$ cat src/logic/pwf_defines.svh
`ifndef PWF_DEFINES_SVH
`define PWF_DEFINES_SVH

// register map, 4-bit address
`define PWF_ADDR_PFLAG 4'h0
`define PWF_ADDR_WFLAG 4'h1
`define PWF_ADDR_PEN 4'h2
`define PWF_ADDR_WEDGE 4'h3
`define PWF_ADDR_WEN 4'h4
`define PWF_ADDR_STAT 4'h5
`define PWF_ADDR_MASK 4'h6

// peripheral flag bit positions
`define PWF_BIT_DT 7
`define PWF_BIT_AD 6
`define PWF_BIT_RSV 5
`define PWF_BIT_TG 4
`define PWF_BIT_TFH 3
`define PWF_BIT_TFL 2
`define PWF_BIT_TC 1
`define PWF_BIT_EC 0

// hardware-set flag bits (reserved bit excluded)
`define PWF_FLAG_MASK 8'hdf
`define PWF_RST_BYTE 8'h00
`define PWF_CNT_MAX 8'hff
`define PWF_CNT_ZERO 8'h00

// interrupt status bits
`define PWF_ST_W 2
`define PWF_ST_PERIPH 0
`define PWF_ST_WAKE 1
`define PWF_ST_RST 2'h0

`endif

$ cat src/logic/pwf_pkg.sv
package pwf_pkg;

    typedef struct packed {
        logic [3:0] addr;
        logic [7:0] wdata;
        logic wr;
        logic rd;
    } pwf_bus_req_t;

    typedef struct packed {
        logic sleep_direct;
        logic direct_transfer_on;
        logic converter_start_busy;
        logic tg_capture_edge;
        logic timer_g_capture_pin;
        logic tg_overflow;
        logic overflow_irq_enable;
        logic tf_mode16;
        logic [7:0] timer_f_count_high;
        logic [7:0] timer_f_count_low;
        logic [7:0] timer_f_compare_high;
        logic [7:0] timer_f_compare_low;
        logic [7:0] timer_c_count;
        logic ec_mode16;
        logic event_count_high_ovf;
        logic event_count_low_ovf;
    } pwf_periph_ev_t;

endpackage

$ cat src/logic/pwf_irq_flags.sv
// Chosen here: the register offsets and the plain strobed port.
`timescale 1ns/100ps
`include "pwf_defines.svh"
module pwf_irq_flags
    import pwf_pkg::*;
#(
    parameter int NUM_WKP = 8
) (
    // clock and reset
    input wire logic clk_sys,
    input wire logic arst_n,
    // register port
    input wire pwf_bus_req_t bus_req,
    output logic [7:0] rdata,
    // event sources
    input wire pwf_periph_ev_t periph_ev,
    input wire logic [NUM_WKP-1:0] wakeup_pin,
    input wire logic [NUM_WKP-1:0] wakeup_pin_sel,
    // requests to the interrupt controller
    output logic [7:0] periph_irq_req,
    output logic wakeup_irq_req,
    output logic irq
);

    // ****************************************
    // elaboration check
    // ****************************************
    if (NUM_WKP < 1 || NUM_WKP > 8) begin : g_bad_wkp
        $error("NUM_WKP must lie in 1..8");
    end

    // ****************************************
    // registers and decode
    // ****************************************
    logic [7:0] peripheral_flag_reg_q;
    logic [NUM_WKP-1:0] wakeup_flag_reg_q;
    logic [7:0] periph_enable_q;
    logic [NUM_WKP-1:0] wakeup_edge_select_q;
    logic wakeup_irq_enable_q;
    logic [`PWF_ST_W-1:0] status_q;
    logic [`PWF_ST_W-1:0] mask_q;
    logic [`PWF_ST_W-1:0] status_d;
    logic [7:0] rdata_q;
    logic [7:0] periph_irq_req_q;
    logic wakeup_irq_req_q;
    logic irq_q;

    logic sample_valid_q;
    logic conv_busy_prev_q;
    logic [7:0] tc_prev_q;
    logic tfh_match_prev_q;
    logic tfl_match_prev_q;
    logic [NUM_WKP-1:0] wkp_prev_q;

    logic wr_pflag;
    logic wr_wflag;
    logic rd_stat;
    logic tfh_match;
    logic tfl_match;
    logic [7:0] periph_set;
    logic [NUM_WKP-1:0] wake_set;
    logic [7:0] wflag_rd;

    assign wr_pflag = bus_req.wr && bus_req.addr == `PWF_ADDR_PFLAG;
    assign wr_wflag = bus_req.wr && bus_req.addr == `PWF_ADDR_WFLAG;
    assign rd_stat = bus_req.rd && bus_req.addr == `PWF_ADDR_STAT;

    // ****************************************
    // event detection
    // ****************************************
    // previous samples are only trusted after one clean cycle, so no edge is faked out of reset
    always_ff @(posedge clk_sys or negedge arst_n) begin
        if (!arst_n) begin
            sample_valid_q <= 1'b0;
            conv_busy_prev_q <= 1'b0;
            tc_prev_q <= `PWF_CNT_ZERO;
            tfh_match_prev_q <= 1'b0;
            tfl_match_prev_q <= 1'b0;
            wkp_prev_q <= '0;
        end else begin
            sample_valid_q <= 1'b1;
            conv_busy_prev_q <= periph_ev.converter_start_busy;
            tc_prev_q <= periph_ev.timer_c_count;
            tfh_match_prev_q <= tfh_match;
            tfl_match_prev_q <= tfl_match;
            wkp_prev_q <= wakeup_pin;
        end
    end

    // compare matches set on the rising match so a standing match can still be cleared
    always_comb begin
        if (periph_ev.tf_mode16) begin
            tfh_match = {periph_ev.timer_f_count_high, periph_ev.timer_f_count_low} ==
                        {periph_ev.timer_f_compare_high, periph_ev.timer_f_compare_low};
        end else begin
            tfh_match = periph_ev.timer_f_count_high == periph_ev.timer_f_compare_high;
        end
        tfl_match = !periph_ev.tf_mode16 &&
                    periph_ev.timer_f_count_low == periph_ev.timer_f_compare_low;
    end

    always_comb begin
        periph_set = `PWF_RST_BYTE;
        periph_set[`PWF_BIT_DT] = periph_ev.sleep_direct && periph_ev.direct_transfer_on;
        periph_set[`PWF_BIT_AD] = sample_valid_q && conv_busy_prev_q &&
                                  !periph_ev.converter_start_busy;
        periph_set[`PWF_BIT_TG] = (periph_ev.tg_capture_edge && periph_ev.timer_g_capture_pin) ||
                                  (periph_ev.tg_overflow && periph_ev.overflow_irq_enable);
        periph_set[`PWF_BIT_TFH] = sample_valid_q && tfh_match && !tfh_match_prev_q;
        periph_set[`PWF_BIT_TFL] = sample_valid_q && tfl_match && !tfl_match_prev_q;
        periph_set[`PWF_BIT_TC] = sample_valid_q &&
            ((tc_prev_q == `PWF_CNT_MAX && periph_ev.timer_c_count == `PWF_CNT_ZERO) ||
             (tc_prev_q == `PWF_CNT_ZERO && periph_ev.timer_c_count == `PWF_CNT_MAX));
        if (periph_ev.ec_mode16) begin
            periph_set[`PWF_BIT_EC] = periph_ev.event_count_high_ovf;
        end else begin
            periph_set[`PWF_BIT_EC] = periph_ev.event_count_high_ovf ||
                                      periph_ev.event_count_low_ovf;
        end
    end

    // edge select 0 falling, 1 rising
    always_comb begin
        for (int i = 0; i < NUM_WKP; i++) begin
            if (wakeup_edge_select_q[i]) begin
                wake_set[i] = sample_valid_q && wakeup_pin_sel[i] && !wkp_prev_q[i] && wakeup_pin[i];
            end else begin
                wake_set[i] = sample_valid_q && wakeup_pin_sel[i] && wkp_prev_q[i] && !wakeup_pin[i];
            end
        end
    end

    // ****************************************
    // flag registers
    // ****************************************
    // taking the interrupt never touches the flags; only a write of 0 does
    always_ff @(posedge clk_sys or negedge arst_n) begin
        if (!arst_n) begin
            peripheral_flag_reg_q <= `PWF_RST_BYTE;
        end else if (wr_pflag) begin
            peripheral_flag_reg_q <= (peripheral_flag_reg_q & bus_req.wdata & `PWF_FLAG_MASK) |
                                     (bus_req.wdata & ~`PWF_FLAG_MASK) | periph_set;
        end else begin
            peripheral_flag_reg_q <= peripheral_flag_reg_q | periph_set;
        end
    end

    always_ff @(posedge clk_sys or negedge arst_n) begin
        if (!arst_n) begin
            wakeup_flag_reg_q <= '0;
        end else if (wr_wflag) begin
            wakeup_flag_reg_q <= (wakeup_flag_reg_q & bus_req.wdata[NUM_WKP-1:0]) | wake_set;
        end else begin
            wakeup_flag_reg_q <= wakeup_flag_reg_q | wake_set;
        end
    end

    // ****************************************
    // control registers
    // ****************************************
    always_ff @(posedge clk_sys or negedge arst_n) begin
        if (!arst_n) begin
            periph_enable_q <= `PWF_RST_BYTE;
            wakeup_edge_select_q <= '0;
            wakeup_irq_enable_q <= 1'b0;
            mask_q <= `PWF_ST_RST;
        end else if (bus_req.wr) begin
            case (bus_req.addr)
                `PWF_ADDR_PEN: periph_enable_q <= bus_req.wdata;
                `PWF_ADDR_WEDGE: wakeup_edge_select_q <= bus_req.wdata[NUM_WKP-1:0];
                `PWF_ADDR_WEN: wakeup_irq_enable_q <= bus_req.wdata[0];
                `PWF_ADDR_MASK: mask_q <= bus_req.wdata[`PWF_ST_W-1:0];
                default: ;
            endcase
        end
    end

    // ****************************************
    // requests to the controller
    // ****************************************
    always_ff @(posedge clk_sys or negedge arst_n) begin
        if (!arst_n) begin
            periph_irq_req_q <= `PWF_RST_BYTE;
            wakeup_irq_req_q <= 1'b0;
        end else begin
            periph_irq_req_q <= peripheral_flag_reg_q & periph_enable_q & `PWF_FLAG_MASK;
            wakeup_irq_req_q <= (|wakeup_flag_reg_q) && wakeup_irq_enable_q;
        end
    end

    // ****************************************
    // interrupt status, mask and line
    // ****************************************
    // a new event in the reading cycle survives the read-clear
    always_comb begin
        status_d = rd_stat ? `PWF_ST_RST : status_q;
        status_d[`PWF_ST_PERIPH] = status_d[`PWF_ST_PERIPH] || (|periph_set);
        status_d[`PWF_ST_WAKE] = status_d[`PWF_ST_WAKE] || (|wake_set);
    end

    always_ff @(posedge clk_sys or negedge arst_n) begin
        if (!arst_n) begin
            status_q <= `PWF_ST_RST;
            irq_q <= 1'b0;
        end else begin
            status_q <= status_d;
            irq_q <= |(status_q & mask_q);
        end
    end

    // ****************************************
    // read port
    // ****************************************
    assign wflag_rd = 8'(wakeup_flag_reg_q);

    // data stand only in the cycle after the strobe; otherwise zero
    always_ff @(posedge clk_sys or negedge arst_n) begin
        if (!arst_n) begin
            rdata_q <= `PWF_RST_BYTE;
        end else if (bus_req.rd) begin
            case (bus_req.addr)
                `PWF_ADDR_PFLAG: rdata_q <= peripheral_flag_reg_q;
                `PWF_ADDR_WFLAG: rdata_q <= wflag_rd;
                `PWF_ADDR_PEN: rdata_q <= periph_enable_q;
                `PWF_ADDR_WEDGE: rdata_q <= 8'(wakeup_edge_select_q);
                `PWF_ADDR_WEN: rdata_q <= 8'(wakeup_irq_enable_q);
                `PWF_ADDR_STAT: rdata_q <= 8'(status_q);
                `PWF_ADDR_MASK: rdata_q <= 8'(mask_q);
                default: rdata_q <= `PWF_RST_BYTE;
            endcase
        end else begin
            rdata_q <= `PWF_RST_BYTE;
        end
    end

    assign rdata = rdata_q;
    assign periph_irq_req = periph_irq_req_q;
    assign wakeup_irq_req = wakeup_irq_req_q;
    assign irq = irq_q;
endmodule

$ cat config.mk
export PLATFORM = sky130hd
export DESIGN_NAME = pwf_irq_flags
export DESIGN_NICKNAME = d
export VERILOG_FILES = /design/src/logic/pwf_pkg.sv /design/src/logic/pwf_irq_flags.sv
export VERILOG_INCLUDE_DIRS = /design/src /design/src/logic
export SDC_FILE = /design/constraint.sdc
export NUM_CORES = 1
export LEC_CHECK = 0
export ABC_CLOCK_PERIOD_IN_PS = 1030
export BUFFER_PORTS_ARGS = -buffer_cell sky130_fd_sc_hd__buf_2
export CORE_MARGIN = 5
export CORE_UTILIZATION = 46
export DETAILED_ROUTE_END_ITERATION = 12
export GPL_ROUTABILITY_DRIVEN = 0
export GPL_TIMING_DRIVEN = 1
export PLACE_DENSITY_LB_ADDON = 0.1
export SLEW_MARGIN = 20
export SYNTH_ARGS = -nofsm -noshare
export SYNTH_HDL_FRONTEND = slang
export SYNTH_SLANG_ARGS = --single-unit
$ cat constraint.sdc
create_clock -name clk_sys -period 1.03 [get_ports clk_sys]
set_input_delay 0 -clock clk_sys [delete_from_list [all_inputs] [get_ports clk_sys]]
set_output_delay 0 -clock clk_sys [all_outputs]
set_load 0.02 [all_outputs]
After elaboration in Yosys (flattened, before gate mapping)
Index checks and enable logic that the tools add are counted.
W data, S select, Z words.
Word-level totals
  flip-flop bits (word level): 74
  bits of input ports: 83
  output and inout bits: 18
  word-level logic and storage cells: 145
Operators by class
  equal/unequal tests: 11
  multiplexer cells: 15
  bitwise operators: 9
  reduce and logical (&&, ||, !) cells: 93
Operator list (number)
  $logic_and A1 B1 Y1: 57
  $pmux W8 S7: 1
  $or A8 B8 Y8: 4
  $and A8 B8 Y8: 3
  $mux W8: 3
  $logic_not A1 Y1: 20
  $eq A16 B16 Y1: 1
  $eq A8 B8 Y1: 2
  $eq A8 B8 Y1 const B: 2
  $logic_not A8 Y1: 2
  $reduce_or A8 Y1: 2
  $eq A4 B3 Y1 const B: 3
  $mux W1: 10
  $eq A4 B2 Y1 const B: 2
  $or A8 B6 Y8: 1
  $reduce_and A2 Y1: 4
  $reduce_or A7 Y1: 1
  $logic_or A1 B1 Y1: 5
  $eq A4 B1 Y1 const B: 1
  $logic_not A4 Y1: 1
  $and A2 B2 Y2: 1
  $mux W2: 1
  $reduce_or A2 Y1: 1

Logic depth before layout (Yosys ltp)
  word-level depth: 6
  depth in mapped cells: 5
  mapped depth without buffers: 5

Worst setup path after synthesis
OpenSTA, ideal clock, no wires.
  kind: register to register
  from: register wakeup_edge_select_q[7]
  to: register rdata_q[7], in the netlist rdata[7]
  setup time: 0.118 ns
  arrival: 0.950 ns
  data required time: 0.912 ns
  path slack: -0.038 ns
  stages on the path, launching flop included: 3
  buffers on the path: 0
  clock period less this slack: 1.068 ns
  cells stage by stage: dfrtp_1 mux4_2 nor2b_1
Between the ends
  longest elaborated chain between the ends: 2
RTL lines
  start: declaration: RTL line pwf_irq_flags.sv:38  | logic [NUM_WKP-1:0] wakeup_edge_select_q;
  start signal: assignment: RTL line pwf_irq_flags.sv:170  | `PWF_ADDR_WEDGE: wakeup_edge_select_q <= bus_req.wdata[NUM_WKP-1:0];
  $pmux W8 S7: RTL line pwf_irq_flags.sv:221  | case (bus_req.addr)
  $mux W8: RTL line pwf_irq_flags.sv:220  | end else if (bus_req.rd) begin
  end signal: assignment: RTL line pwf_irq_flags.sv:219  | rdata_q <= `PWF_RST_BYTE;
  end signal: assignment: RTL line pwf_irq_flags.sv:222  | `PWF_ADDR_PFLAG: rdata_q <= peripheral_flag_reg_q;
  end signal: assignment: RTL line pwf_irq_flags.sv:223  | `PWF_ADDR_WFLAG: rdata_q <= wflag_rd;
  end: declaration: RTL line pwf_irq_flags.sv:43  | logic [7:0] rdata_q;
Every way passes these cells.
A chain may end at the register's enable or synchronous reset.

Worst setup path after layout
  from: register tc_prev_q[6]
  to: register status_q[0]
Between the ends
  longest elaborated chain between the ends: 6
  elaborated cells on any way between the ends: 8
  those cells by class: eq/ne (1); reduce/logical (7)
RTL lines
  start: declaration: RTL line pwf_irq_flags.sv:50  | logic [7:0] tc_prev_q;
  start signal: assignment: RTL line pwf_irq_flags.sv:76  | tc_prev_q <= `PWF_CNT_ZERO;
  start signal: assignment: RTL line pwf_irq_flags.sv:83  | tc_prev_q <= periph_ev.timer_c_count;
  $eq A8 B8 Y1 (no line) or $logic_not A8 Y1 (tied branches)
  $logic_and A1 B1 Y1 (no line)
  $logic_or A1 B1 Y1 *: RTL line pwf_irq_flags.sv:112  | ((tc_prev_q == `PWF_CNT_MAX && periph_ev.timer_c_count == `PWF_CNT_ZERO) ||
  $logic_and A1 B1 Y1 *: RTL line pwf_irq_flags.sv:111  | periph_set[`PWF_BIT_TC] = sample_valid_q &&
  $reduce_or A7 Y1 *: RTL line pwf_irq_flags.sv:197  | status_d[`PWF_ST_PERIPH] = status_d[`PWF_ST_PERIPH] || (|periph_set);
  $logic_or A1 B1 Y1 *: RTL line pwf_irq_flags.sv:197
  named net status_d[0]: RTL line pwf_irq_flags.sv:42  | logic [`PWF_ST_W-1:0] status_d;
  end signal: assignment: RTL line pwf_irq_flags.sv:203  | status_q <= `PWF_ST_RST;
  end signal: assignment: RTL line pwf_irq_flags.sv:206  | status_q <= status_d;
  end: declaration: RTL line pwf_irq_flags.sv:40  | logic [`PWF_ST_W-1:0] status_q;
Mark *: on every way through the listed nets, which the timed path passes. The rest lies on a longest branch.

==> results by stage <==
Outcome:
- The run finished, with violations left.
- The checks that failed: hold timing, setup timing.

Worst setup path:
- The worst setup path is captured at a flop.
- The critical path is of the flop to flop type.
- Counting buffers and inverters, the worst setup path is 5 cells deep.
- The worst reg2reg path startpoint is tc_prev_q[6]$_DFF_PN0_.
- The critical path ends at status_q[0]$_DFF_PN0_.
- Counting cells, the worst reg-to-reg path comes to 5.
- For the worst setup path, the data required time is 1.30 ns.
- For this run, the slowest stage of the critical path takes 0.39 ns.
- Data on the critical path arrives at its endpoint at 1.47 ns.
- The startpoint class of the critical path is a flop.
- Walking the worst path, the cells encountered are nor4_2, nand2_1, nor3_2, o21ai_2, nand4_1.
- The flop-to-flop setup slack is -0.16 ns.
- The end of the worst register-to-register path is status_q[0]$_DFF_PN0_.
- The slowest stage of the critical path belongs to the cell sky130_fd_sc_hd__dfrtp_1.
- The most critical setup path has its startpoint at tc_prev_q[6]$_DFF_PN0_.
- Broken down by cell family, the worst path's largest delay share belongs to simple AND/OR/NAND/NOR gates.
- The maximum fanout count along the critical path is 2.
- The number of buffers and inverters on the critical path is 0.

Timing:
- After layout, the minimum clock period comes to 1.19 ns.
- The final count of negative-setup-slack endpoints is 10.
- Timing would allow up to 839 MHz.
- The post-route clock period utilization is 1.16.
- Setup repair after global routing could not meet its margin everywhere.
- The final setup slack of the worst path is -0.162 ns.
- Final hold analysis gives a worst-case slack of -0.00923 ns.
- For the final database, setup skew stands at 0.00771 ns.
- The max-slew violation count came to 0.
- The number of hold violations in the final report came to 1.

Route:
- Wires add up to 8460 um.
- The detailed-route wire length per cell is 15.4 um.
- The post-detailed-route count of antenna-violating nets is 0.
- After detailed routing, the number of vias per cell comes to 4.98.
- The DRC violation total after the first TritonRoute iteration is 137.
- The pre-antenna-repair detailed-routing pass consisted of 4 iterations.
- The count of vias placed by the detailed router is 2,732.
- For this run, design rule violations remaining after detail routing come to 0.

Finish:
- The most frequent standard cell in the layout excluding fill and tap cells is sky130_fd_sc_hd__buf_2.
- The combined area of the multi-input logic cells is 1450 um^2.
- Once layout is complete, the utilization of the core stands at 0.712.
- Of the cells placed in the final design, the portion with a size suffix greater than 1 is 0.448.
- After routing the design area is 4870 um^2.
- The antenna diode count is 0.
- The library cells used most frequently in the layout, excluding fill and tap cells, are 100 x sky130_fd_sc_hd__buf_2, 73 x sky130_fd_sc_hd__dfrtp_1, 37 x sky130_fd_sc_hd__dlygate4sd3_1, 37 x sky130_fd_sc_hd__buf_4.
- Registers take 1850 um^2.
- The area growth from synthesis to layout is 50.3%.
- The final layout contains 532 nets.
- The filler cells instantiated in the layout total 528.

Global route:
- The first-pass GRT wire length is 13,600 um.
- The final global-route overflow total is 0.
- The largest net degree at the start of global routing is 75.
- The number of global-route vias before repair is 2,829.
- Across every metal layer, demand over resource in global routing totals 0.205.
- The number of antenna violations at the first check in global routing was 0.

Floorplanning:
- The horizontal die dimension is 93.9 um.
- The floorplan has 30 rows.
- The vertical die dimension is 93.9 um.
- For this configuration, the core starts out at a cell density of 0.474.
- The die area is 8820 um^2.
- The core region is 6830 um^2.
- The I/O pin count is 101.

CTS:
- TritonCTS created 9 clock buffers.
- After clock tree synthesis, the clock-pin slew on the worst setup and hold paths is 0.07 ns.
- TritonCTS built the clock tree.
- For this design, the sink count on the clock tree is 74.
- The clock latency at the later pin of the worst-skew pair is 0.35 ns.
- The H-tree depth reported by CTS is 3.
- The maximum buffer depth of the clock tree is 2.
- The root cell of the clock tree is sky130_fd_sc_hd__clkbuf_8.

Power:
- The power density normalized to cell area is 1650 nW/um^2.
- The switching component of the power is 1.98 mW.
- The final total power is 8.02 mW.
- Of the total power, the clock network draws 0.362.
- The proportion of power drawn by combinational gates is 0.195.
- The switching part of the total power is 0.247.
- Of the total power, registers draw 0.443.
- The worst-case IR drop observed on VDD is 0.992 mV.
- The standby leakage power is 2.22 nW.
- Cell internal power was estimated by the tool at 6.04 mW.

Yosys:
- A synthesized cell averages 12.1 um^2.
- The share of the Yosys chip area taken by registers is 0.572.
- In this run, distinct cell masters in the synthesized netlist total 39.
- For this run, asynchronously set or reset flops after synthesis account for 1.00.
- The synthesis-stage register bit count is 74.
- The number of synthesized flops with an enable pin is 0.
- Among all flip-flop cells after synthesis, the most frequent one is sky130_fd_sc_hd__dfrtp_1.
- The number of nets in the synthesized netlist is 351.
- After synthesis the cells add up to 3240 um^2.
- The count of mapped cells out of synthesis is 268.
- For this run, the number of Yosys warnings is 0.

Min path:
- The startpoint identified for the worst hold timing path is periph_ev[34].
- The path type of the worst min-delay path is input pin to flop.

Placement:
- The placed instances occupy a cell area of 4060 um^2.
- The number of buffers added on ports is 99.
- Timing analysis after detailed placement gives a worst setup slack of -0.242 ns.
- Summed over all nets, the half-perimeter wirelength after detailed placement is 5810 um.

Run:
- Max-cap violations in this run came to 0.
-- synth_stat cells, types with 2 or more instances --
| cell type | number | area share |
|---|---|---|
| sky130_fd_sc_hd__a21oi_1 | 3 | 0.0046 |
| sky130_fd_sc_hd__a22oi_1 | 2 | 0.0046 |
| sky130_fd_sc_hd__and2_1 | 8 | 0.015 |
| sky130_fd_sc_hd__and3_1 | 2 | 0.0039 |
| sky130_fd_sc_hd__and4b_1 | 2 | 0.0062 |
| sky130_fd_sc_hd__buf_4 | 3 | 0.0070 |
| sky130_fd_sc_hd__conb_1 | 2 | 0.0023 |
| sky130_fd_sc_hd__dfrtp_1 | 74 | 0.57 |
| sky130_fd_sc_hd__mux2_2 | 21 | 0.073 |
| sky130_fd_sc_hd__mux2i_1 | 2 | 0.0062 |
| sky130_fd_sc_hd__mux4_2 | 6 | 0.042 |
| sky130_fd_sc_hd__nand2_1 | 24 | 0.028 |
| sky130_fd_sc_hd__nand2b_1 | 9 | 0.017 |
| sky130_fd_sc_hd__nand3_1 | 9 | 0.014 |
| sky130_fd_sc_hd__nand3b_1 | 9 | 0.021 |
| sky130_fd_sc_hd__nand4_1 | 10 | 0.019 |
| sky130_fd_sc_hd__nand4b_1 | 2 | 0.0054 |
| sky130_fd_sc_hd__nor2_1 | 4 | 0.0046 |
| sky130_fd_sc_hd__nor2b_1 | 7 | 0.014 |
| sky130_fd_sc_hd__nor3_1 | 3 | 0.0046 |
| sky130_fd_sc_hd__nor4_1 | 6 | 0.012 |
| sky130_fd_sc_hd__o21ai_0 | 28 | 0.043 |
| sky130_fd_sc_hd__xnor2_1 | 16 | 0.043 |
-- worst min-delay path by stage --
stage / to / slack, ns / cells after the start
floorplan: conv_busy_prev_q$_DFF_PN0_ / -0.30 / 0
global placement: periph_irq_req[1]$_DFF_PN0_ / 0.07 / 2
detailed placement: periph_irq_req[1]$_DFF_PN0_ / 0.06 / 2
CTS: tfl_match_prev_q$_DFF_PN0_ / -0.02 / 4
global route: tfl_match_prev_q$_DFF_PN0_ / 0.02 / 4
finish: tfl_match_prev_q$_DFF_PN0_ / -0.009 / 4
-- final cells by class --
class | count | area share
flip-flops and latches | 74 | 0.381
multi-input cells | 187 | 0.297
clock inverters | 5 | 0.0262
repair buffers | 176 | 0.244
inverters | 1 | 0.000771
well taps | 96 | 0.0247
clock buffers | 10 | 0.0262
-- through the flow --
stage / cells / setup TNS [ns]
after global placement: 486 / -4.56
after floorplan: 268 / -0.234
after global routing: 549 / -1.71
final: 549 / -1.05
after detailed placement: 486 / -4.93
after CTS: 540 / -1.01
-- cells by family after synthesis --
logic type,count (synthesis),share of synthesized area
AO/OA/AOI/OAI,39,0.0668
XOR/XNOR,16,0.0433
AND/OR/NAND/NOR,100,0.177
multiplexers,30,0.124
flip-flops,74,0.572
buffers and inverters,7,0.0143
other,2,0.00232
-- registers in the layout (all words and copies together) (netlist names) --
register,cells
status_q,2
periph_irq_req,7
tc_prev_q,8
wakeup_irq_enable_q,1
irq,1
wakeup_edge_select_q,8
tfl_match_prev_q,1
wakeup_irq_req,1
mask_q,2
periph_enable_q,8
peripheral_flag_reg_q,8
rdata,8
wakeup_flag_reg_q,8
tfh_match_prev_q,1
wkp_prev_q,8
conv_busy_prev_q,1
sample_valid_q,1
-- per-layer routing --
metal  GRT usage  vias to the layer above  routed length, um
li1            -                     1327                  -
met1       0.256                     1327               3600
met2       0.348                       68               4380
met3      0.0545                       10                377
met4      0.0590                        0                 95
met5           0                        -                  0
-- power groups by stage --
stage               clock network, mW  logic [mW]  registers, mW
finish                           2.90        1.57           3.55
global route                     3.09        1.73           3.59
CTS                              2.91        1.45           3.55
detailed placement                  0        1.30           3.59
global placement                    0        1.28           3.58
floorplan                           0       0.636           3.62
-- worst register-to-register path, cell delays in order (launching register included) --
cell	delay, ns
sky130_fd_sc_hd__dfrtp_1	0.39
sky130_fd_sc_hd__nor4_2	0.30
sky130_fd_sc_hd__nand2_1	0.10
sky130_fd_sc_hd__nor3_2	0.15
sky130_fd_sc_hd__o21ai_2	0.09
sky130_fd_sc_hd__nand4_1	0.10
-- what timing repair did --
action                                  in CTS  in global routing
hold buffers                                37                  0
resized for setup                           16                 15
hold endpoints to repair                   129                  0
setup buffers                                2                  9
endpoints found under the setup margin      13                 17
pin swaps                                   12                 11
No activity file was read; power rests on OpenSTA's default activity.
